===== config.mk =====
export PLATFORM = sky130hd
export DESIGN_NAME = rslc_ctrl
export DESIGN_NICKNAME = d
export VERILOG_FILES = /design/src/hw/rslc_pkg.sv /design/src/hw/rslc_ctrl.sv /design/src/hw/rslc_gbus_phy.sv
export SDC_FILE = /design/constraint.sdc
export NUM_CORES = 1
export LEC_CHECK = 0
export BUFFER_PORTS_ARGS = -buffer_cell sky130_fd_sc_hd__buf_2
export CAP_MARGIN = 10
export CORE_MARGIN = 8
export CORE_UTILIZATION = 63
export CTS_CLUSTER_DIAMETER = 30
export DETAILED_ROUTE_END_ITERATION = 16
export PLACE_DENSITY = 0.86
export SLEW_MARGIN = 20
export SYNTH_ARGS = -nofsm -noshare
export SYNTH_HDL_FRONTEND = slang
export SYNTH_SLANG_ARGS = --single-unit

===== constraint.sdc =====
create_clock -name clk -period 8.5 [get_ports clk]
set_input_delay 0.85 -clock clk [delete_from_list [all_inputs] [get_ports clk]]
set_output_delay 0.85 -clock clk [all_outputs]
set_load 0.01 [all_outputs]

===== src/hw/rslc_pkg.sv =====
/*
  Shared constants and carrier types of the rail sequencing controller.
  Assumes a 250 MHz core clock and a one-wire open-drain group event bus.
*/
package rslc_pkg;
  // Clock and time bases
  localparam int unsigned CLK_NS = 4;
  localparam int unsigned MS_NS = 1000000;
  localparam int unsigned CYC_MS = MS_NS / CLK_NS;
  localparam int unsigned BIT_NS = 4000;
  localparam int unsigned BIT_CYC = BIT_NS / CLK_NS;
  localparam int unsigned REF_STEPS = 1024;
  // Ramp reference code
  localparam int unsigned REF_W = 10;
  localparam logic [9:0] REF_ZERO = 10'h000;
  localparam logic [9:0] REF_FULL = 10'h3ff;
  // On/off configuration fields
  localparam int unsigned OOC_IMM = 0;
  localparam int unsigned OOC_POL = 1;
  localparam int unsigned OOC_PIN = 2;
  localparam int unsigned OOC_CMD = 3;
  localparam int unsigned OOC_OBEY = 4;
  // Group setup fields
  localparam int unsigned GBS_BLOCK = 5;
  localparam int unsigned GBS_ID_LO = 0;
  // Order configuration fields
  localparam int unsigned ORD_UP_EN = 15;
  localparam int unsigned ORD_PREV_LO = 8;
  localparam int unsigned ORD_DN_EN = 7;
  localparam int unsigned ORD_NEXT_LO = 0;
  localparam int unsigned ID_W = 5;
  // Frame layout: start bit then kind and id, lsb first
  localparam logic [2:0] FRAME_LAST = 3'h6;
  localparam logic EVT_UP = 1'b0;
  localparam logic EVT_DN = 1'b1;

  typedef struct packed {
    logic [7:0] on_off;
    logic [15:0] group_setup;
    logic [15:0] order_cfg;
    logic [15:0] ton_wait;
    logic [15:0] ton_ramp;
    logic [15:0] toff_wait;
    logic [15:0] toff_ramp;
    logic [15:0] pg_delay;
  } rslc_cfg_t;

  typedef struct packed {
    logic [4:0] id;
    logic kind;
  } rslc_evt_t;
endpackage : rslc_pkg


===== src/hw/rslc_ctrl.sv =====
/*
  Per-rail sequencing controller: enable decode, turn-on and turn-off waits,
  reference ramps, power good, and up/down events on the shared group bus.
  Assumes configuration is static while the rail runs and that the power
  stage follows ramp_ref; comparator and pin inputs are asynchronous.
*/
//
// Overview of operation
// - Rail transmits events only while the transmit-block bit 5 is clear.
// - Up-ordered rail waits for the up event of its stored predecessor.
// - Down-ordered rail waits for the down event of its stored partner.
// - On enable, first rail waits its turn-on delay, then ramps over rise time.
// - Power good only after output stayed above threshold for the delay.
// - Rail queues an up event for the bus the moment its power good asserts.
// - On disable, first rail waits turn-off delay, then ramps down over fall time.
// - Power good drops once the down ramp has completed, or at once on immediate off.
// - Rail broadcasts a down event when its output reaches zero.
// - Immediate-off option skips down ordering and kills the rail at once.
// - Own 5-bit identifier sits in group setup bits 4 to 0.
`timescale 1ns/100ps
module rslc_ctrl
  import rslc_pkg::*;
#(
  parameter int unsigned CYC_PER_MS = MS_NS / CLK_NS
) (
  // Clock and reset
  input wire logic clk,
  input wire logic rstn,
  // Configuration
  input wire rslc_cfg_t cfg,
  input wire logic op_on,
  // Asynchronous inputs
  input wire logic ctrl_pin,
  input wire logic vout_above_pg,
  // Power stage and status
  output logic [9:0] ramp_ref,
  output logic stage_enable,
  output logic power_good,
  // Group event bus pin
  input wire logic gbus_in,
  output logic gbus_out,
  output logic gbus_oe_n
);
  typedef enum logic [3:0] {
    ST_OFF, ST_WAIT_PREV, ST_ON_WAIT, ST_RISE, ST_PG_WAIT,
    ST_ON, ST_WAIT_NEXT, ST_OFF_WAIT, ST_FALL
  } rslc_st_t;

  localparam int unsigned SUB_CYC = CYC_PER_MS / REF_STEPS;

  rslc_st_t st_r, st_nxt;
  logic ctrl_m_r, ctrl_s_r, pg_m_r, pg_s_r;
  logic [31:0] cyc_r, sub_r;
  logic [15:0] ms_r, step_r;
  logic up_heard_r, dn_heard_r, up_pend_r, dn_pend_r;
  logic on_req, imm_off, tx_block, up_en, dn_en, off_path;
  logic ms_tick, sub_tick, step_tick, tmr_clr, pg_ok;
  logic tx_valid, tx_ready, rx_valid, tx_take;
  rslc_evt_t tx_evt, rx_evt;
  logic [4:0] own_id;

  // Event matches a stored partner id of the wanted kind
  function automatic logic ev_match(input rslc_evt_t ev, input logic kind, input logic [4:0] id);
    ev_match = (ev.kind == kind) && (ev.id == id);
  endfunction : ev_match

  // Decodes the on/off configuration into a run request
  function automatic logic on_request(input logic [7:0] ooc, input logic pin, input logic cmd);
    logic pin_ok;
    logic cmd_ok;
    pin_ok = !ooc[OOC_PIN] || (pin == ooc[OOC_POL]);
    cmd_ok = !ooc[OOC_CMD] || cmd;
    on_request = !ooc[OOC_OBEY] || (pin_ok && cmd_ok);
  endfunction : on_request

  // Pin and comparator synchronisers
  always_ff @(posedge clk) begin
    if (!rstn) begin
      ctrl_m_r <= 1'b0;
      ctrl_s_r <= 1'b0;
      pg_m_r <= 1'b0;
      pg_s_r <= 1'b0;
    end else begin
      ctrl_m_r <= ctrl_pin;
      ctrl_s_r <= ctrl_m_r;
      pg_m_r <= vout_above_pg;
      pg_s_r <= pg_m_r;
    end
  end

  // Configuration decode
  assign on_req = on_request(cfg.on_off, ctrl_s_r, op_on);
  assign imm_off = cfg.on_off[OOC_IMM];
  assign tx_block = cfg.group_setup[GBS_BLOCK];
  assign own_id = cfg.group_setup[GBS_ID_LO +: ID_W];
  assign up_en = cfg.order_cfg[ORD_UP_EN];
  assign dn_en = cfg.order_cfg[ORD_DN_EN];
  assign off_path = (st_r == ST_RISE) || (st_r == ST_PG_WAIT) || (st_r == ST_ON);

  // Millisecond timer, restarted on every state change and on a threshold dip while waiting for power good
  assign tmr_clr = (st_nxt != st_r) || ((st_r == ST_PG_WAIT) && !pg_s_r);
  assign ms_tick = (cyc_r == CYC_PER_MS - 1);
  always_ff @(posedge clk) begin
    if (!rstn || tmr_clr) begin
      cyc_r <= '0;
      ms_r <= '0;
    end else if (ms_tick) begin
      cyc_r <= '0;
      ms_r <= (ms_r == 16'hffff) ? ms_r : ms_r + 16'h1;
    end else begin
      cyc_r <= cyc_r + 1;
    end
  end

  // Ramp pacing: one code step every ramp_ms sub-ticks spans ramp_ms overall
  assign sub_tick = (sub_r == SUB_CYC - 1);
  assign step_tick = sub_tick && (step_r == ((st_r == ST_FALL) ? cfg.toff_ramp : cfg.ton_ramp));
  always_ff @(posedge clk) begin
    if (!rstn || tmr_clr) begin
      sub_r <= '0;
      step_r <= 16'h1;
    end else if (sub_tick) begin
      sub_r <= '0;
      step_r <= step_tick ? 16'h1 : step_r + 16'h1;
    end else begin
      sub_r <= sub_r + 1;
    end
  end

  // Power good qualification: above threshold for the whole delay
  assign pg_ok = pg_s_r && (ms_r >= cfg.pg_delay);

  // Sequencing state machine
  always_comb begin
    st_nxt = st_r;
    if (off_path && !on_req) begin
      if (imm_off) begin
        st_nxt = ST_OFF;
      end else if (dn_en) begin
        st_nxt = ST_WAIT_NEXT;
      end else begin
        st_nxt = ST_OFF_WAIT;
      end
    end else begin
      case (st_r)
        ST_OFF: begin
          if (on_req) begin
            st_nxt = up_en ? ST_WAIT_PREV : ST_ON_WAIT;
          end
        end
        ST_WAIT_PREV: begin
          if (!on_req) begin
            st_nxt = ST_OFF;
          end else if (up_heard_r) begin
            st_nxt = ST_ON_WAIT;
          end
        end
        ST_ON_WAIT: begin
          if (!on_req) begin
            st_nxt = ST_OFF;
          end else if (ms_r >= cfg.ton_wait) begin
            st_nxt = ST_RISE;
          end
        end
        ST_RISE: begin
          if (ramp_ref == REF_FULL) begin
            st_nxt = ST_PG_WAIT;
          end
        end
        ST_PG_WAIT: begin
          if (pg_ok) begin
            st_nxt = ST_ON;
          end
        end
        ST_ON: st_nxt = ST_ON;
        ST_WAIT_NEXT: begin
          if (dn_heard_r) begin
            st_nxt = ST_OFF_WAIT;
          end
        end
        ST_OFF_WAIT: begin
          if (ms_r >= cfg.toff_wait) begin
            st_nxt = ST_FALL;
          end
        end
        ST_FALL: begin
          if (ramp_ref == REF_ZERO) begin
            st_nxt = ST_OFF;
          end
        end
        default: st_nxt = ST_OFF;
      endcase
    end
  end

  always_ff @(posedge clk) begin
    if (!rstn) begin
      st_r <= ST_OFF;
    end else begin
      st_r <= st_nxt;
    end
  end

  // Reference ramp; a zero ramp time moves one code per cycle
  always_ff @(posedge clk) begin
    if (!rstn) begin
      ramp_ref <= REF_ZERO;
    end else if (st_nxt == ST_OFF) begin
      ramp_ref <= REF_ZERO;
    end else if ((st_r == ST_RISE) && (step_tick || cfg.ton_ramp == 16'h0) && ramp_ref != REF_FULL) begin
      ramp_ref <= ramp_ref + 10'h001;
    end else if ((st_r == ST_FALL) && (step_tick || cfg.toff_ramp == 16'h0) && ramp_ref != REF_ZERO) begin
      ramp_ref <= ramp_ref - 10'h001;
    end
  end

  // Power stage runs from the start of the rise until the rail is off
  always_ff @(posedge clk) begin
    if (!rstn) begin
      stage_enable <= 1'b0;
    end else begin
      stage_enable <= !(st_nxt inside {ST_OFF, ST_WAIT_PREV, ST_ON_WAIT});
    end
  end

  // Power good holds through the down wait and fall, dropping with the ramp end
  always_ff @(posedge clk) begin
    if (!rstn) begin
      power_good <= 1'b0;
    end else if (st_nxt == ST_ON && st_r == ST_PG_WAIT) begin
      power_good <= 1'b1;
    end else if (st_nxt == ST_OFF) begin
      power_good <= 1'b0;
    end
  end

  // Partner events heard; a hit in the clearing cycle still counts
  always_ff @(posedge clk) begin
    if (!rstn) begin
      up_heard_r <= 1'b0;
      dn_heard_r <= 1'b0;
    end else begin
      if (rx_valid && up_en && ev_match(rx_evt, EVT_UP, cfg.order_cfg[ORD_PREV_LO +: ID_W])) begin
        up_heard_r <= 1'b1;
      end else if (!on_req || st_nxt == ST_ON_WAIT) begin
        up_heard_r <= 1'b0;
      end
      if (rx_valid && dn_en && ev_match(rx_evt, EVT_DN, cfg.order_cfg[ORD_NEXT_LO +: ID_W])) begin
        dn_heard_r <= 1'b1;
      end else if (on_req || st_nxt == ST_OFF_WAIT) begin
        dn_heard_r <= 1'b0;
      end
    end
  end

  // Outgoing events wait here until the bus is free; up has priority
  assign tx_valid = !tx_block && (up_pend_r || dn_pend_r);
  assign tx_evt = '{id: own_id, kind: up_pend_r ? EVT_UP : EVT_DN};
  assign tx_take = tx_valid && tx_ready;
  always_ff @(posedge clk) begin
    if (!rstn) begin
      up_pend_r <= 1'b0;
      dn_pend_r <= 1'b0;
    end else begin
      if (!tx_block && st_r == ST_PG_WAIT && st_nxt == ST_ON) begin
        up_pend_r <= 1'b1;
      end else if (tx_take && up_pend_r) begin
        up_pend_r <= 1'b0;
      end
      if (!tx_block && st_r != ST_OFF && stage_enable && st_nxt == ST_OFF) begin
        dn_pend_r <= 1'b1;
      end else if (tx_take && !up_pend_r) begin
        dn_pend_r <= 1'b0;
      end
    end
  end

  // Bus transceiver
  rslc_gbus_phy u_phy (
    .clk(clk),
    .rstn(rstn),
    .tx_valid(tx_valid),
    .tx_evt(tx_evt),
    .tx_ready(tx_ready),
    .rx_valid(rx_valid),
    .rx_evt(rx_evt),
    .line_in(gbus_in),
    .line_out(gbus_out),
    .line_oe_n(gbus_oe_n)
  );
endmodule : rslc_ctrl


===== src/hw/rslc_gbus_phy.sv =====
/*
  One-wire group event bus transceiver: sends and receives short event frames.
  Assumes an external pull-up; the line is only ever pulled low, never driven high.
*/
`timescale 1ns/100ps
module rslc_gbus_phy
  import rslc_pkg::*;
(
  // Clock and reset
  input wire logic clk,
  input wire logic rstn,
  // Transmit request
  input wire logic tx_valid,
  input wire rslc_evt_t tx_evt,
  output logic tx_ready,
  // Received event
  output logic rx_valid,
  output rslc_evt_t rx_evt,
  // Bus pin
  input wire logic line_in,
  output logic line_out,
  output logic line_oe_n
);
  typedef enum logic [1:0] {PH_IDLE, PH_TX, PH_RX} rslc_ph_t;
  rslc_ph_t ph_r;
  logic line_m_r, line_s_r, line_p_r;
  logic [31:0] cnt_r;
  logic [2:0] bit_r;
  logic [6:0] sh_r;

  // Two-stage synchroniser, then an edge register
  always_ff @(posedge clk) begin
    if (!rstn) begin
      line_m_r <= 1'b1;
      line_s_r <= 1'b1;
      line_p_r <= 1'b1;
    end else begin
      line_m_r <= line_in;
      line_s_r <= line_m_r;
      line_p_r <= line_s_r;
    end
  end

  // Only start a frame on an idle, released line
  assign tx_ready = (ph_r == PH_IDLE) && line_s_r && line_p_r;
  assign line_out = 1'b0;

  // Frame engine; wired-AND collisions are not arbitrated
  always_ff @(posedge clk) begin
    if (!rstn) begin
      ph_r <= PH_IDLE;
      cnt_r <= '0;
      bit_r <= '0;
      sh_r <= '0;
      line_oe_n <= 1'b1;
      rx_valid <= 1'b0;
      rx_evt <= '0;
    end else begin
      rx_valid <= 1'b0;
      case (ph_r)
        PH_IDLE: begin
          bit_r <= '0;
          if (tx_valid && tx_ready) begin
            ph_r <= PH_TX;
            sh_r <= {tx_evt, 1'b0};
            cnt_r <= BIT_CYC - 1;
            line_oe_n <= 1'b0; // Start bit
          end else if (line_p_r && !line_s_r) begin
            ph_r <= PH_RX;
            cnt_r <= BIT_CYC + BIT_CYC / 2 - 1; // Middle of first data bit
          end
        end
        PH_TX: begin
          if (cnt_r != 0) begin
            cnt_r <= cnt_r - 1;
          end else if (bit_r == FRAME_LAST) begin
            ph_r <= PH_IDLE;
            line_oe_n <= 1'b1;
          end else begin
            bit_r <= bit_r + 3'h1;
            sh_r <= {1'b1, sh_r[6:1]};
            line_oe_n <= sh_r[1];
            cnt_r <= BIT_CYC - 1;
          end
        end
        PH_RX: begin
          if (cnt_r != 0) begin
            cnt_r <= cnt_r - 1;
          end else begin
            sh_r <= {line_s_r, sh_r[6:1]};
            bit_r <= bit_r + 3'h1;
            cnt_r <= BIT_CYC - 1;
            if (bit_r == FRAME_LAST - 3'h1) begin
              ph_r <= PH_IDLE;
              rx_valid <= 1'b1;
              rx_evt <= {line_s_r, sh_r[6:2]};
            end
          end
        end
        default: ph_r <= PH_IDLE;
      endcase
    end
  end
endmodule : rslc_gbus_phy


==> results of run 1 <==
## metal layers
layer	wire length, um	track usage, %	up-vias
li1	-	-	4895
met1	11570	28.62	4618
met2	13190	42.31	300
met3	1407	5.501	65
met4	613	8.913	0
met5	0	0	-
## cell families (layout without fill, tap and decap cells)
logic type / after synthesis / count (layout) / share of synthesized area, %
adders and majority gates: 70 / 70 / 8.265
other: 1 / 1 / 0.03509
buffers and inverters: 127 / 242 / 4.741
DFF: 174 / 174 / 32.59
xor gates and xnor gates: 134 / 134 / 10.98
muxes: 25 / 25 / 2.341
AOI/OAI and AO/OA: 189 / 189 / 12.25
and+or+nand+nor: 601 / 601 / 28.80
## flip-flops by register name, indices dropped and copies added, names as in the netlist, 2 cells and up
signal        count
st_r              4
ramp_ref         10
u_phy.bit_r       3
ms_r             16
sub_r            32
u_phy.ph_r        2
u_phy.rx_evt      6
u_phy.sh_r        6
step_r           16
cyc_r            32
u_phy.cnt_r      32
## area by class of cell
class	instances	share of cell area (%)
inverters	81	2.512
well taps	220	2.274
clock inverters	15	1.706
flip-flops and latches	174	28.78
multi-input cells	1020	55.71
repair buffers	129	5.500
clock buffers	17	3.515
## per-stage QoR
step                cell area (um^2)  power (W)  instances  utilization (%)  hold slack [ps]
CTS                            12090   0.002081       1656            72.89            411.3
global route                   12100   0.002168       1656            72.98            432.6
detailed placement             11460   0.001248       1624            69.08            393.1
global placement               11460   0.001236       1624            69.08            397.9
finish                         12100   0.002082       1656            72.98            409.4
floorplan                      10690   0.001150       1321                -            386.3
## worst min path at each step
stage / endpoint / from
after global placement: u_phy.line_s_r / u_phy.line_m_r
after global routing: u_phy.line_s_r / u_phy.line_m_r
after detailed placement: u_phy.line_s_r / u_phy.line_m_r
after floorplan: u_phy.line_s_r / u_phy.line_m_r
after CTS: u_phy.line_s_r / u_phy.line_m_r
final: u_phy.line_s_r / u_phy.line_m_r
## report_power, final
group          internal, W  leakage, nW  switching (W)
clock             0.000496        0.305       0.000343
combinational     0.000134         3.12       0.000228
sequential        0.000846         1.41      0.0000356
## cells in the mapped netlist, drive strengths merged, types with 8 or more instances
master,count,area share [%]
and2,11,0.64
dfxtp,174,33
nor4,44,2.8
o21ai,40,1.9
and4,12,0.98
nand4,43,2.5
nor2,190,6.7
nor3,57,2.7
a21oi,43,2.0
xnor2,61,5.0
o31ai,9,0.63
nand3,48,2.2
buf,16,0.84
nor2b,32,1.9
xor2,73,6.0
nand2,80,2.8
clkbuf,30,1.1
o211ai,12,0.84
nand3b,9,0.63
a211oi,10,0.84
ha,69,8.1
o22ai,8,0.53
mux2i,25,2.3
nand2b,15,0.88
inv,81,2.8
and3,21,1.2
a31oi,11,0.78
## critical path: stages (launching register included)
cell and delay [ps]:
dfxtp_1 630, or4b_1 760, a2111oi_4 430, a221oi_1 190, nor4_1 290, and4_1 660
o21ai_0 210, buf_4 250, ha_1 340, and3_1 200, a221o_1 340, o41a_1 410
or4_1 500, nand3_1 90, o22ai_1 110, xor2_1 190, nor2_1 60
==> flow_summary_export.csv, run 1 <==
group,metric,value,unit
status,outcome,"completed",
clocking,cts_root_buffer,"clkbuf_16",
cells_and_area,area_growth,13.24,%
timing,max_freq,173.0,MHz
clocking,cts.sinks,174,
place,hpwlAfterDp,19300,um
timing,final.setup.worst_slack,2720,ps
clocking,cts_resized,0,
yosys,syn_area,10690,um^2
pwr,vdd.ir_drop.worst,0.1697,mV
cells_and_area,antennaDiodeCount,0,
floorplanning,num_rows,47,
yosys,async_reset_ff_share,0,%
yosys,yosysWarningCount,0,
setup_path,worstSetupPathType,"flop to flop",
place,port_buffers,121,
min_path,worst_hold_path_type,"flop to flop",
clocking,htree_levels,4,
floorplanning,dieWidth,146.3,um
yosys,synth_flop_cell,"dfxtp_1",
cells_and_area,multi_input_area,6743,um^2
timing,hold_viol,0,
run,drv_cap,0,
setup_path,worstPathRequired,8820,ps
setup_path,startpoint_type,"flop",
setup_path,r2r-start,"st_r[3]",
clocking,cts.clk_slew.worst_paths,70,ps
min_path,holdPathStages,1,
detailed_routing,wl_per_cell,16.17,um
floorplanning,io_pins,140,
timing,worst_slew_pin_slew,1014,ps
detailed_routing,wirelength,26780,um
cells_and_area,fillerInstances,1293,
clocking,clock_path_buffers,2,
cells_and_area,seq_area,3483,um^2
timing,worst_clock_skew,10.05,ps
setup_path,reg2reg_depth,16,
place,dp_slack,2949,ps
floorplanning,dieHeight,146.3,um
yosys,synth_seq_cells,174,
clocking,cts_hold_buf,0,
timing,relSlewSlack,31.91,%
timing,finalSetupViolCount,0,
yosys,synth_enable_flop_cells,0,
timing,drv_slew,0,
setup_path,cp-startpoint,"st_r[3]",
timing,period_minus_slack,5780,ps
cells_and_area,final_common_cell,"nor2_1",
setup_path,rrSetupSlack,2720,ps
clocking,cts_tree,"done",
detailed_routing,dr_total_vias,9878,
cells_and_area,final_layout_size_suffix_gt1_share,12.60,%
place,gp_congestion,0.9304,
detailed_routing,ant_nets,0,
setup_path,crit_end,"ramp_ref[9]",
setup_path,critPathArrivalTime,6100,ps
floorplanning,initial_core_util,64.45,%
grt,grt_overflow,0,
detailed_routing,post-route-drc-count,0,
timing,final.period_utilization,68.00,%
yosys,syn_area_per_cell,8.091,um^2
floorplanning,die_area,21390,um^2
yosys,synthCells,1321,
setup_path,crit_path_end_kind,"flop",
grt,grt_pass1_vias,9667,
pwr,p_leak,4.828,nW
setup_path,r2r-end,"ramp_ref[9]",
floorplanning,core,16580,um^2
clocking,postCtsSetupRepairBufs,0,
grt,grt_pass1_wl,44390,um
yosys,ys_seq_area_share,32.59,%
yosys,syn_nets,1517,
detailed_routing,drt_iter0_drc,731,
pwr,power.density,172.0,nW/um^2
timing,rsz0062_at_grt,"no",
grt,grt_max_degree,97,
setup_path,critPathMaxFanout,17,
detailed_routing,vias_per_cell,5.965,
clocking,cts_buffers,17,
cells_and_area,layout_common_cells,"nor2_1 (190), dfxtp_1 (174), buf_2 (121)",
timing,tns,0,ps
detailed_routing,first_pass_iters,6,
cells_and_area,fin_nets,1619,
yosys,netlist-cell-type-count,75,
clocking,clkLatencyLatePin,430,ps
grt,antenna_found_initial,0,
grt,track_usage,24.29,%
No activity file was read; power rests on OpenSTA's default activity.
==> run 2, diff against run 1 <==
Settings changed: ABC_AREA set to 1, CORE_UTILIZATION 63 to 60, PLACE_DENSITY 0.86 to 0.82.
Clock period 8.5 ns to 5.5 ns, I/O delays scaled along.
==> run 2 against run 1 <==
Net effect: routed wire length grew 13%; combinational power grew to 3.0 times the previous value; clock-buffer cell count grew 1; cell area grew 9.2%; non-clock buffer count shrank 7; worst hold slack lost 120 ps; area after synthesis grew 11%; sequential share of layout area shrank 2.4 points; register-to-register slack lost 1200 ps; worst setup slack lost 1200 ps; global-route usage grew 0.58 points.
==> flow_summary_export.csv, run 2 <==
group,metric,value,unit
status,outcome,"completed",
pwr,power.density,279.2,nW/um^2
cells_and_area,finalNonFillerCells,2215,
cells_and_area,layout_common_cells,"nand2_1 (367), inv_1 (314), nor2_1 (279)",
timing,drv_slew,0,
cells_and_area,multi_input_area,6990,um^2
place,port_buffers,121,
setup_path,critPathArrivalTime,4310,ps
clocking,clock_path_buffers,2,
yosys,netlist-cell-type-count,53,
place,dp_slack,1570,ps
clocking,postCtsSetupRepairBufs,0,
grt,use_met1,30.49,%
setup_path,worstSetupPathType,"flop to flop",
place,gp_congestion,0.9386,
yosys,syn_area_per_cell,6.513,um^2
detailed_routing,wl_per_cell,13.63,um
setup_path,cp-startpoint,"st_r[1]",
setup_path,startpoint_type,"flop",
yosys,synth_seq_cells,174,
detailed_routing,drt_iter0_drc,654,
run,drv_cap,0,
place,hpwlAfterDp,23660,um
yosys,ys_seq_area_share,29.34,%
place,placed_cell_area,12640,um^2
setup_path,rrSetupSlack,1510,ps
detailed_routing,wirelength,30180,um
yosys,async_reset_ff_share,0,%
cells_and_area,final_cell_area,13220,um^2
yosys,synthTopCellsByArea,"dfxtp_1 (29%), nand2_1 (12%), inv_1 (9.9%)",
timing,tns,0,ps
grt,antenna_found_initial,0,
min_path,worst_hold_path_type,"primary input to flop",
detailed_routing,vias_per_cell,5.282,
cells_and_area,fin_nets,2133,
cells_and_area,reg.largest.list,"cyc_r: 32 flops, sub_r: 32 flops, u_phy.cnt_r: 32 flops",
yosys,synthTopCellsByCount,"nand2_1 (367), inv_1 (314), nor2_1 (279), dfxtp_1 (174), nand3_1 (105)",
floorplanning,initial_core_util,61.01,%
setup_path,r2r-end,"ramp_ref[8]",
timing,worst_slew_pin_slew,1062,ps
timing,relSlewSlack,28.78,%
clocking,htree_levels,4,
floorplanning,core,19460,um^2
floorplanning,io_pins,140,
cells_and_area,final_common_cell,"nand2_1",
grt,grt_use_met3,4.275,%
timing,period_minus_slack,3990,ps
setup_path,critical_path.max_stage_delay,560,ps
grt,grt_util_met2,42.74,%
setup_path,critical_path.most_common_cell,"nand2_1",
yosys,syn_area,11870,um^2
detailed_routing,first_pass_iters,5,
grt,top_usage_layer,"met2",
clocking,cts_buffers,17,
pwr,p_leak,6.042,nW
place,dp.cells,2183,
yosys,yosysWarningCount,0,
setup_path,reg2reg_depth,25,
timing,max_freq,250.6,MHz
detailed_routing,post-route-drc-count,0,
timing,finalSetupViolCount,0,
setup_path,critPathMaxFanout,27,
setup_path,path_depth,25,
timing,final.period_utilization,72.54,%
grt,grt_overflow,0,
timing,hold_viol,0,
setup_path,critPathSlowestCell,"dfxtp_1",
setup_path,crit_path_end_kind,"flop",
clocking,cts.clk_slew.worst_paths,70,ps
timing,rsz0062_at_grt,"no",
yosys,synth_enable_flop_cells,0,
setup_path,worstPathRequired,5820,ps
detailed_routing,dr_total_vias,11700,
pwr,vdd.ir_drop.worst,0.3082,mV
cells_and_area,antennaDiodeCount,0,
timing,worst_clock_skew,13.74,ps
grt,grt_pass1_vias,11080,
clocking,cts_resized,0,
detailed_routing,ant_nets,0,
clocking,cts_hold_buf,0,
setup_path,r2r-start,"st_r[1]",
grt,grt_max_degree,37,
floorplanning,dieWidth,156.7,um
yosys,yosys.area.top_type,"dfxtp_1",
setup_path,crit_end,"ramp_ref[8]",
clocking,cts_root_buffer,"clkbuf_16",
yosys,yosysMostFrequentCell,"nand2_1",
cells_and_area,final_layout_size_suffix_gt1_share,10.67,%
yosys,synth.top_cell.area_share,29.34,%
grt,track_usage,24.87,%
floorplanning,dieHeight,156.7,um
yosys,synth_flop_cell,"dfxtp_1",
yosys,synthCells,1823,
cells_and_area,area_growth,11.32,%
cells_and_area,fillerInstances,1789,
grt,grt_pass1_wl,50430,um
setup_path,crit_buf_inv,1,
clocking,cts.sinks,174,
setup_path,path_delay_family,"simple AND/OR/NAND/NOR gates",
yosys,syn_nets,2019,
clocking,clkLatencyLatePin,440,ps
pwr,power.total,0.003690,W
cells_and_area,seq_area,3483,um^2
floorplanning,die_area,24550,um^2
timing,final.setup.worst_slack,1510,ps
floorplanning,num_rows,51,
clocking,cts_tree,"done",
-- run 2: cell types whose count changed in the layout (fill, tap and decap cells not counted), sizes merged, moves of 25 or more --
| cell | previous run | this run |
|---|---|---|
| xnor2 | 61 | 22 |
| nor2b | 32 | 0 |
| o21ai | 40 | 67 |
| nor2 | 190 | 290 |
| inv | 85 | 329 |
| nand3 | 48 | 107 |
| nand2 | 80 | 384 |
| mux2i | 25 | 0 |
| a21oi | 43 | 76 |
-- run 2: cell type report --
| type | instances | area share (%) |
|---|---|---|
| tap | 265 | 2.509 |
| clock buffer | 18 | 3.323 |
| sequential | 174 | 26.35 |
| timing repair buffer | 122 | 4.638 |
| inverter | 324 | 9.220 |
| multi-input combinational | 1298 | 52.89 |
| clock inverter | 14 | 1.070 |
-- run 2: power by group --
group	switching, W	leakage (nW)	internal (W)
sequential	0.0000726	1.41	0.00135
clock	0.000581	0.288	0.000616
combinational	0.000727	4.35	0.000343
-- run 2: layer usage --
layer	wire (um)	vias up
met5	0	-
met4	735	0
met2	14400	312
met1	13160	5290
met3	1883	52
li1	-	6046
-- run 2: worst min-delay path by stage --
stage	from	endpoint	slack [ps]	cells after the start
2_1_floorplan	ctrl_m_r	ctrl_s_r	390	2
3_3_place_gp	ctrl_m_r	ctrl_s_r	390	2
3_5_place_dp	u_phy.line_m_r	u_phy.line_s_r	400	1
4_1_cts	gbus_in	u_phy.line_m_r	280	2
5_1_grt	ctrl_pin	ctrl_m_r	290	3
6_report	gbus_in	u_phy.line_m_r	290	2
-- run 2: cells by family (layout without fill, tap and decap cells) --
| logic type | count (synthesis) | after routing | synth area share [%] |
|---|---|---|---|
| AO/OA/AOI/OAI | 186 | 186 | 8.894 |
| XOR/XNOR | 103 | 103 | 7.597 |
| adder cells (fa/ha/maj) | 70 | 70 | 7.439 |
| buffers and inverters | 351 | 478 | 11.79 |
| flip-flops | 174 | 174 | 29.34 |
| other | 1 | 1 | 0.03158 |
| AND/OR/NAND/NOR | 938 | 938 | 34.91 |
-- run 2: per-stage QoR --
| step | hold slack [ps] | utilization [%] |
|---|---|---|
| 2_1_floorplan | 390.5 | - |
| 3_3_place_gp | 393.7 | 64.93 |
| 3_5_place_dp | 400.6 | 64.93 |
| 4_1_cts | 275.6 | 67.91 |
| 5_1_grt | 294.5 | 67.91 |
| 6_report | 287.6 | 67.91 |
